`src/rtl/dca_defines.vh`:
```
`ifndef DCA_DEFINES_VH
`define DCA_DEFINES_VH
`define DCA_STATUS_INVALID   8'h80
`define DCA_OP_PERP          8'h12
`define DCA_OP_CONFIGURE     8'h13
`define DCA_OP_DUMP          8'h0E
`define DCA_OP_READ_ID       5'h0A
`define DCA_OP_FORMAT        5'h0D
`define DCA_OP_SEEK          8'h0F
`define DCA_OP_LOCK          5'h14
`define DCA_OP_SPECIFY       8'h03
`define DCA_OP_RECAL         8'h07
`define DCA_OP_SENSE_INT     8'h08
`define DCA_OP_SENSE_DRV     8'h04
`define DCA_OP_VERSION       8'h10
`define DCA_OP_READ          5'h06
`define DCA_OP_READ_DEL      5'h0C
`define DCA_OP_WRITE         5'h05
`define DCA_OP_WRITE_DEL     5'h09
`define DCA_OP_VERIFY        5'h16
`define DCA_OP_READ_TRK      5'h02
`define DCA_XFER_PARAMS      4'h8
`define DCA_XFER_RESULTS     4'h7
`define DCA_DUMP_RESULTS     4'hA
`define DCA_CFG_EIS_BIT      6
`define DCA_STATUS_SEEK_FAIL 8'h70
`define DCA_VERSION_BYTE     8'h90
`endif

```
`src/rtl/dca_seek.v`:
```
`default_nettype none
module dca_seek #(
  parameter STEP_CYCLES = 16
) (
  input  wire       clock_i,
  input  wire       reset_i,
  input  wire       enable_i,
  input  wire       start_i,
  input  wire [7:0] target_i,
  input  wire [7:0] present_i,
  input  wire       fail_i,
  output reg        busy_o,
  output reg        done_o,
  output reg        failed_o,
  output reg  [7:0] cyl_o
);
  reg [15:0] cnt_q;

  // -----------------------------------------------------------
  // Steps one cylinder per period toward the target.
  // -----------------------------------------------------------
  always @(posedge clock_i) begin
    if (reset_i) begin
      busy_o   <= 1'b0;
      done_o   <= 1'b0;
      failed_o <= 1'b0;
      cyl_o    <= 8'h00;
      cnt_q    <= 16'h0000;
    end else if (enable_i) begin
      done_o <= 1'b0;
      if (start_i && !busy_o) begin
        busy_o   <= 1'b1;
        failed_o <= 1'b0;
        cyl_o    <= present_i;
        cnt_q    <= 16'h0000;
      end else if (busy_o) begin
        if (fail_i) begin
          busy_o   <= 1'b0;
          done_o   <= 1'b1;
          failed_o <= 1'b1;
        end else if (cyl_o == target_i) begin
          busy_o <= 1'b0;
          done_o <= 1'b1;
        end else if (cnt_q == STEP_CYCLES - 1) begin
          cnt_q <= 16'h0000;
          if (cyl_o < target_i) begin
            cyl_o <= cyl_o + 8'h01;
          end else begin
            cyl_o <= cyl_o - 8'h01;
          end
        end else begin
          cnt_q <= cnt_q + 16'h0001;
        end
      end
    end
  end
endmodule
`default_nettype wire

```
`src/rtl/dca_core.v`:
```
`include "dca_defines.vh"
`default_nettype none
// Operation
// - Unknown opcode acts as no-op, goes standby, returns one byte 80H.
// - Read-identifier reports first good ID field on current cylinder.
// - Dump shared byte: sectors-per-cylinder after format, else end-of-track.
// - Command drive select bits are internal; drive select pins unchanged.
// - Read, write, verify share parameters and results; low five bits differ.
// - With implied seek enabled, seek to commanded cylinder before transfer.
// - Implied seek needs no extra command or result bytes.
// - Addressed drive busy flag set while implied seek runs.
// - Failed seek reported in normal results: error status, failing cylinder.
module dca_core #(
  parameter STEP_CYCLES = 16
) (
  input  wire       clock_i,
  input  wire       reset_i,
  input  wire       enable_i,
  input  wire       cmd_valid_i,
  input  wire [7:0] cmd_byte_i,
  input  wire       res_read_i,
  input  wire       id_valid_i,
  input  wire       id_error_i,
  input  wire [7:0] id_cyl_i,
  input  wire [7:0] id_head_i,
  input  wire [7:0] id_sector_i,
  input  wire [7:0] id_size_i,
  input  wire       xfer_done_i,
  input  wire       seek_fail_i,
  input  wire [1:0] pin_drive_sel_i,
  output reg        cmd_ready_o,
  output reg        res_valid_o,
  output reg  [7:0] res_byte_o,
  output reg  [3:0] drive_busy_o,
  output reg        standby_o,
  output reg        perp_mode_o,
  output reg        xfer_start_o,
  output reg  [4:0] xfer_op_o,
  output reg  [1:0] drive_sel_o
);
  localparam S_CMD  = 3'd0;
  localparam S_PARM = 3'd1;
  localparam S_SEEK = 3'd2;
  localparam S_EXEC = 3'd3;
  localparam S_RES  = 3'd4;

  reg [2:0] st_q;
  reg [7:0] params_q [0:8];
  reg [3:0] pidx_q;
  reg [3:0] plen_q;
  reg [3:0] ridx_q;
  reg [3:0] rlen_q;
  reg [7:0] res_q [0:9];
  reg [7:0] present_cylinder [0:3];
  reg [7:0] cfg_q;
  reg       implied_seek_q;
  reg       last_fmt_q;
  reg [7:0] sectors_per_cylinder;
  reg [7:0] end_of_track_sector;
  reg [1:0] cur_drive_q;
  reg       seek_start_q;
  reg       lock_q;
  wire      seek_busy;
  wire      seek_done;
  wire      seek_failed;
  wire [7:0] seek_cyl;
  wire [4:0] low5 = params_q[0][4:0];
  wire [7:0] op  = params_q[0];
  wire [1:0] drv = params_q[1][1:0];
  wire [7:0] primary_status_byte = {6'b0000_00, drv} |
             {5'b0000_0, params_q[1][2], 2'b00};
  integer i;

  // -----------------------------------------------------------
  // Seek engine.
  // -----------------------------------------------------------
  dca_seek #(
    .STEP_CYCLES (STEP_CYCLES)
  ) u_seek (
    .clock_i   (clock_i),
    .reset_i   (reset_i),
    .enable_i  (enable_i),
    .start_i   (seek_start_q),
    .target_i  (params_q[2]),
    .present_i (present_cylinder[cur_drive_q]),
    .fail_i    (seek_fail_i),
    .busy_o    (seek_busy),
    .done_o    (seek_done),
    .failed_o  (seek_failed),
    .cyl_o     (seek_cyl)
  );

  function [3:0] param_len;
    input [7:0] b;
    begin
      case (b[4:0])
        `DCA_OP_READ, `DCA_OP_READ_DEL, `DCA_OP_WRITE,
        `DCA_OP_WRITE_DEL, `DCA_OP_VERIFY,
        `DCA_OP_READ_TRK: param_len = `DCA_XFER_PARAMS;
        `DCA_OP_FORMAT: param_len = 4'h5;
        `DCA_OP_READ_ID: param_len = 4'h1;
        default: param_len = 4'h0;
      endcase
      if (b == `DCA_OP_CONFIGURE) param_len = 4'h3;
      if (b == `DCA_OP_SPECIFY) param_len = 4'h2;
      if (b == `DCA_OP_SEEK) param_len = 4'h2;
      if (b == `DCA_OP_RECAL || b == `DCA_OP_SENSE_DRV) param_len = 4'h1;
      if (b == `DCA_OP_PERP) param_len = 4'h1;
    end
  endfunction

  function known_op;
    input [7:0] b;
    begin
      known_op = (param_len(b) != 4'h0) || b == `DCA_OP_DUMP ||
                 b == `DCA_OP_SENSE_INT || b == `DCA_OP_VERSION ||
                 b[6:0] == {2'b00, `DCA_OP_LOCK};
    end
  endfunction

  // -----------------------------------------------------------
  // Command sequencer.
  // -----------------------------------------------------------
  always @(posedge clock_i) begin
    if (reset_i) begin
      st_q <= S_CMD;
      pidx_q <= 4'h0;
      plen_q <= 4'h0;
      ridx_q <= 4'h0;
      rlen_q <= 4'h0;
      cfg_q <= 8'h00;
      implied_seek_q <= 1'b0;
      last_fmt_q <= 1'b0;
      sectors_per_cylinder <= 8'h00;
      end_of_track_sector <= 8'h00;
      cur_drive_q <= 2'b00;
      seek_start_q <= 1'b0;
      lock_q <= 1'b0;
      cmd_ready_o <= 1'b1;
      res_valid_o <= 1'b0;
      res_byte_o <= 8'h00;
      drive_busy_o <= 4'h0;
      standby_o <= 1'b0;
      perp_mode_o <= 1'b0;
      xfer_start_o <= 1'b0;
      xfer_op_o <= 5'h00;
      drive_sel_o <= 2'b00;
      for (i = 0; i < 10; i = i + 1) res_q[i] <= 8'h00;
      for (i = 0; i < 9; i = i + 1) params_q[i] <= 8'h00;
      for (i = 0; i < 4; i = i + 1) present_cylinder[i] <= 8'h00;
    end else if (enable_i) begin
      drive_sel_o <= pin_drive_sel_i;
      xfer_start_o <= 1'b0;
      seek_start_q <= 1'b0;
      case (st_q)
        S_CMD: begin
          if (cmd_valid_i) begin
            params_q[0] <= cmd_byte_i;
            standby_o <= 1'b0;
            if (!known_op(cmd_byte_i)) begin
              res_q[0] <= `DCA_STATUS_INVALID;
              rlen_q <= 4'h1;
              ridx_q <= 4'h0;
              standby_o <= 1'b1;
              cmd_ready_o <= 1'b0;
              st_q <= S_RES;
            end else if (param_len(cmd_byte_i) != 4'h0) begin
              plen_q <= param_len(cmd_byte_i);
              pidx_q <= 4'h1;
              st_q <= S_PARM;
            end else begin
              cmd_ready_o <= 1'b0;
              st_q <= S_EXEC;
            end
          end
        end
        S_PARM: begin
          if (cmd_valid_i) begin
            params_q[pidx_q] <= cmd_byte_i;
            if (pidx_q == plen_q) begin
              cmd_ready_o <= 1'b0;
              cur_drive_q <= params_q[1][1:0];
              if (pidx_q == 4'h1) cur_drive_q <= cmd_byte_i[1:0];
              st_q <= S_EXEC;
            end else begin
              pidx_q <= pidx_q + 4'h1;
            end
          end
        end
        S_EXEC: begin
          ridx_q <= 4'h0;
          rlen_q <= 4'h0;
          st_q <= S_RES;
          if (plen_q == `DCA_XFER_PARAMS && param_len(op) == plen_q) begin
            end_of_track_sector <= params_q[6];
            last_fmt_q <= 1'b0;
            if (implied_seek_q && params_q[2] !=
                present_cylinder[cur_drive_q]) begin
              seek_start_q <= 1'b1;
              drive_busy_o[cur_drive_q] <= 1'b1;
              st_q <= S_SEEK;
            end else begin
              xfer_start_o <= 1'b1;
              xfer_op_o <= low5;
              st_q <= S_SEEK;
            end
          end else if (op[4:0] == `DCA_OP_FORMAT && plen_q == 4'h5) begin
            sectors_per_cylinder <= params_q[3];
            last_fmt_q <= 1'b1;
            for (i = 0; i < 7; i = i + 1) res_q[i] <= 8'h00;
            res_q[0] <= primary_status_byte;
            rlen_q <= 4'h7;
          end else if (op[4:0] == `DCA_OP_READ_ID && plen_q == 4'h1 &&
                       op != `DCA_OP_RECAL) begin
            st_q <= S_EXEC;
            if (id_valid_i && !id_error_i) begin
              res_q[0] <= primary_status_byte;
              res_q[1] <= 8'h00;
              res_q[2] <= 8'h00;
              res_q[3] <= id_cyl_i;
              res_q[4] <= id_head_i;
              res_q[5] <= id_sector_i;
              res_q[6] <= id_size_i;
              rlen_q <= `DCA_XFER_RESULTS;
              st_q <= S_RES;
            end
          end else if (op == `DCA_OP_DUMP) begin
            for (i = 0; i < 4; i = i + 1) res_q[i] <= present_cylinder[i];
            res_q[4] <= params_q[1];
            res_q[5] <= params_q[2];
            res_q[6] <= last_fmt_q ? sectors_per_cylinder
                                   : end_of_track_sector;
            res_q[7] <= {lock_q, 1'b0, perp_mode_o, 5'b0_0000};
            res_q[8] <= cfg_q;
            res_q[9] <= 8'h00;
            rlen_q <= `DCA_DUMP_RESULTS;
          end else if (op == `DCA_OP_CONFIGURE) begin
            cfg_q <= params_q[2];
            implied_seek_q <= params_q[2][`DCA_CFG_EIS_BIT];
          end else if (op == `DCA_OP_PERP) begin
            perp_mode_o <= params_q[1] != 8'h00;
          end else if (op == `DCA_OP_SEEK) begin
            present_cylinder[params_q[1][1:0]] <= params_q[2];
          end else if (op == `DCA_OP_RECAL) begin
            present_cylinder[params_q[1][1:0]] <= 8'h00;
          end else if (op == `DCA_OP_VERSION) begin
            res_q[0] <= `DCA_VERSION_BYTE;
            rlen_q <= 4'h1;
          end else if (op[6:0] == {2'b00, `DCA_OP_LOCK}) begin
            lock_q <= op[7];
            res_q[0] <= {3'b000, op[7], 4'h0};
            rlen_q <= 4'h1;
          end else if (op == `DCA_OP_SENSE_INT) begin
            res_q[0] <= `DCA_STATUS_INVALID;
            res_q[1] <= present_cylinder[cur_drive_q];
            rlen_q <= 4'h2;
          end else if (op == `DCA_OP_SENSE_DRV) begin
            res_q[0] <= {5'b0_0000, params_q[1][2:0]};
            rlen_q <= 4'h1;
          end
        end
        S_SEEK: begin
          if (seek_done) begin
            drive_busy_o[cur_drive_q] <= 1'b0;
            if (seek_failed) begin
              res_q[0] <= `DCA_STATUS_SEEK_FAIL | primary_status_byte;
              res_q[1] <= 8'h00;
              res_q[2] <= 8'h00;
              res_q[3] <= seek_cyl;
              res_q[4] <= params_q[3];
              res_q[5] <= params_q[4];
              res_q[6] <= params_q[5];
              rlen_q <= `DCA_XFER_RESULTS;
              st_q <= S_RES;
            end else begin
              present_cylinder[cur_drive_q] <= seek_cyl;
              xfer_start_o <= 1'b1;
              xfer_op_o <= low5;
            end
          end else if (!seek_busy && !seek_start_q && xfer_done_i) begin
            res_q[0] <= primary_status_byte;
            res_q[1] <= 8'h00;
            res_q[2] <= 8'h00;
            for (i = 3; i < 7; i = i + 1) res_q[i] <= params_q[i - 1];
            rlen_q <= `DCA_XFER_RESULTS;
            st_q <= S_RES;
          end
        end
        S_RES: begin
          if (rlen_q == 4'h0) begin
            res_valid_o <= 1'b0;
            cmd_ready_o <= 1'b1;
            st_q <= S_CMD;
          end else if (!res_valid_o) begin
            res_valid_o <= 1'b1;
            res_byte_o <= res_q[ridx_q];
          end else if (res_read_i) begin
            res_valid_o <= 1'b0;
            if (ridx_q == rlen_q - 4'h1) begin
              cmd_ready_o <= 1'b1;
              st_q <= S_CMD;
            end else begin
              ridx_q <= ridx_q + 4'h1;
            end
          end
        end
        default: st_q <= S_CMD;
      endcase
    end
  end
endmodule
`default_nettype wire

```
`config.mk`:
```
export PLATFORM = sky130hd
export DESIGN_NAME = dca_core
export DESIGN_NICKNAME = d
export VERILOG_FILES = /design/src/rtl/dca_seek.v /design/src/rtl/dca_core.v
export VERILOG_INCLUDE_DIRS = /design/src /design/src/rtl
export SDC_FILE = /design/constraint.sdc
export NUM_CORES = 1
export LEC_CHECK = 0
export ABC_AREA = 1
export ABC_CLOCK_PERIOD_IN_PS = 4200
export BUFFER_PORTS_ARGS = -buffer_cell sky130_fd_sc_hd__buf_2
export CORE_ASPECT_RATIO = 0.5
export CORE_UTILIZATION = 59
export DETAILED_ROUTE_END_ITERATION = 10
export PLACE_DENSITY = 0.85
export SYNTH_ARGS = -nofsm -noshare
export SYNTH_HDL_FRONTEND = slang
export SYNTH_SLANG_ARGS = --single-unit
```
`constraint.sdc`:
```
create_clock -name clock_i -period 4.2 [get_ports clock_i]
set_clock_uncertainty 0.05 [all_clocks]
set_input_delay 0.84 -clock clock_i [delete_from_list [all_inputs] [get_ports clock_i]]
set_output_delay 0.84 -clock clock_i [all_outputs]
set_load 0.05 [all_outputs]
```
==> impl_results.md <==
* Outcome: finished, final reports clean
* Yosys warns at 0
* Most frequent cells in the layout: nand2_1, nor2_1, edfxtp_1
* FP Rows at 38
* I/O Buffers at 74
* FF-to-FF setup slack at about 0.84 ns
* Crit path max-delay cell type: o211ai_1
* Clock latency on the worst-skew pair at between 0.5 and 0.6 ns
* Clk buf depth at 3
* # H-tree levels at 1
* Final setup viols at 0
* Slew HR at 0.2006
* ANT cells at 0
* Vias in the first global route at 10930
* Synth Area in Compound Gates at 0.1355
* DIE WIDTH at between 200 and 250 um
* Max Cap Violations at 0
* Internal Power at between 4 and 5 mW
* Final setup TNS at 0 ns
* RSZ-0062 raised after global routing: no
* PwrDens at approximately 380 nW/um^2
* Post-CTS Setup Bufs at 0
* WS Path Type: reg2reg
* 1st-iter DRT viols at between 1500 and 2000
* Bufs and invs on worst path at 1
* Vias post-DR at between 10000 and 15000
* Hold-fix buffers, CTS at 0
* Initial DRT Pass Iterations at 6
* Net Sw Frac at 0.2489
* Endpoint class of the critical path: register
* CTS tree: built
* Ratio of final minimum period to clock period at 0.8000
* P_leak at ~6.2 nW
* Synthesized area per cell at a little over 8 um^2
* Synth area leaders: edfxtp_1, dfxtp_1, nand2_1, nor2_1, o21ai_0
* Total gr overflow at 0
* Final nets at approximately 1800
* Max-slew violations at 0
* DP Wirelength at between 20000 and 30000 um
* Net Sw Power at 1.400 mW
* Simple-Gate Fraction of Synth Area at 0.2589
* Clock transition at path regs at approximately 0.070 ns
* Fmax at approximately 0.30 GHz
* Post-CTS sizing at 0
* Worst slew pin tran at 1.195 ns
* Largest stage delay on the critical path at 0.64 ns
* Post-Synth Adder-Cell Area at 0.02748
* Critical path's top delay family: compound AO/OA/AOI/OAI gates
* Synthesized cell area at approximately 13000 um^2
* Gr usage total at 0.3434
* Maximum vdd drop at roughly 0.27 mV
* Via density at 6.063
* Cts bufs inserted at 23
* Height of the die at roughly 110 um
* Antenna viol nets, final at 0
* Flop pwr share at 0.495
* Post-synthesis sequential area ratio at 0.4931
* Synth top area share at 0.3431
* Area delta synth->final at 10.67%
* Leading area contributor after synthesis: edfxtp_1
* Crit path time final at around 3.4 ns
* Cell mode on critical path: nand2_1
* Largest net degree at the start of global routing at 39
* Most common cell after layout, fill and taps aside: nand2_1
* Clock share of power at 0.418
* Crit path DAT at around 3.7 ns
* Initial Util at 0.6123
* WL/cell at 19.69 um
* Residual DRC at 0
* Syn_nets at 1738
* Critical path launch point type: register
* Initial antenna violation count at 0
* Core Box Area at 22010 um^2
* Critical Path RT at between 4 and 5 ns
* WL final at about 40000 um
* Yosys reg bits at roughly 260
* Crit path max fanout at 8
* Worst hold path class: reg2reg
* Ratio of cells with drive above 1 in the final layout at 0.1226
* CTS sink count at around 260
* Post-synth cell types at 60
* Main combinational cell family by area after synthesis: simple AND/OR/NAND/NOR gates
* Fill cells at about 1800
* First-pass GRT wire length at around 61000 um
* I/O pin total at 75
* Die area at about 23000 um^2
* Final Wtd Congestion at between 1 and 1.5
* CTS root buffer: clkbuf_16
* Fin Hold WS at just over 0.4 ns
* Hold Vio Cnt, Final at 0
* Post-synthesis mux area share at 0
* Synthesized instance count at between 1500 and 2000
* Cell Chain, Critical Path: inv_1, ha_1, nand2_1, o211ai_1, ha_1, nand3_1, nand3_1, nand2_1, nand2_1, a21oi_1, o21ai_0, a21oi_1, nor2_1, o21ai_1, nand2_1
* Synth Area in XOR/XNOR at 0.01300
* Gate power share at 0.087
## tightest hold or removal path: stages, from the launching register on
cell and delay [ns]:
dfxtp_1 0.31, nand2_1 0.06, a21oi_1 0.05
## per-stage QoR
stage / total power [mW] / std cells / util / worst slack [ns] / area [um^2]
2_1_floorplan: 3.141 / 1658 / - / 1.026 / 13480
3_3_place_gp: 3.296 / 1996 / 0.6401 / 0.7735 / 14090
3_5_place_dp: 3.308 / 1996 / 0.6401 / 0.6807 / 14090
4_1_cts: 5.594 / 2037 / 0.6776 / 0.9343 / 14920
5_1_grt: 5.753 / 2037 / 0.6776 / 0.6177 / 14920
6_report: 5.625 / 2037 / 0.6776 / 0.8402 / 14920
## worst paths after layout
kind             startpoint               to  depth (start not counted)
max          params_q[2][6]  u_seek.cyl_o[7]                         15
max reg2reg  params_q[2][6]  u_seek.cyl_o[7]                         15
min reg2reg        register         register                          2
min                register         register                          2
## registers in the layout, indices dropped and copies added (netlist names), 2 cells and up, named ones only
signal	flops
pidx_q	4
drive_sel_o	2
u_seek.cyl_o	8
present_cylinder	32
res_byte_o	8
xfer_op_o	5
end_of_track_sector	8
plen_q	4
ridx_q	4
st_q	3
cfg_q	8
sectors_per_cylinder	8
res_q	66
u_seek.cnt_q	16
rlen_q	4
params_q	56
cur_drive_q	2
## final cells by class
class	count	area [um^2]	share of cell area
multi-input combinational	1168	5869	0.3935
inverter	177	664.4	0.04454
tap	300	375.4	0.02516
clock inverter	9	153.9	0.01032
clock buffer	32	671.9	0.04504
sequential	255	6646	0.4456
timing repair buffer	96	535.5	0.03590
## Yosys cell counts, drive strengths merged
master / count
nand2: 380
nor2: 256
inv: 171
o21ai: 167
edfxtp: 154
dfxtp: 101
nand3: 90
a21oi: 79
buf: 31
ha: 28
nand4: 28
nor3: 28
clkbuf: 27
o211ai: 15
a31oi: 13
xor2: 11
o221ai: 10
o22ai: 10
xnor2: 9
a211oi: 7
a221oi: 7
nor4: 7
clkinv: 6
a32oi: 5
or2: 3
and3: 2
nand3b: 2
nor3b: 2
a21o: 1
a22o: 1
a22oi: 1
a31o: 1
a32o: 1
fa: 1
o2111ai: 1
o41ai: 1
or3: 1
## power groups by stage
| stage | registers, mW | logic (mW) | clock network (mW) |
|---|---|---|---|
| 4_1_cts | 2.78 | 0.475 | 2.34 |
| 3_3_place_gp | 2.84 | 0.461 | 0 |
| 3_5_place_dp | 2.84 | 0.470 | 0 |
| 2_1_floorplan | 2.82 | 0.317 | 0 |
| 6_report | 2.79 | 0.488 | 2.35 |
| 5_1_grt | 2.79 | 0.532 | 2.43 |
## layer usage
layer / global-route usage / vias to the layer above / part of all wire / routed length [um]
li1: - / 5717 / - / -
met1: 0.4987 / 5708 / 0.41 / 16580
met2: 0.5188 / 831 / 0.42 / 16780
met3: 0.07866 / 94 / 0.14 / 5640
met4: 0.08815 / 0 / 0.028 / 1111
met5: 0 / - / 0 / 0
## kinds of logic after synthesis
| group | Yosys count |
|---|---|
| simple gates | 799 |
| compound gates | 320 |
| flops | 255 |
| buf+inv | 235 |
| fa+ha+maj | 29 |
| xor+xnor | 20 |
(Power assumes the default switching activity.)
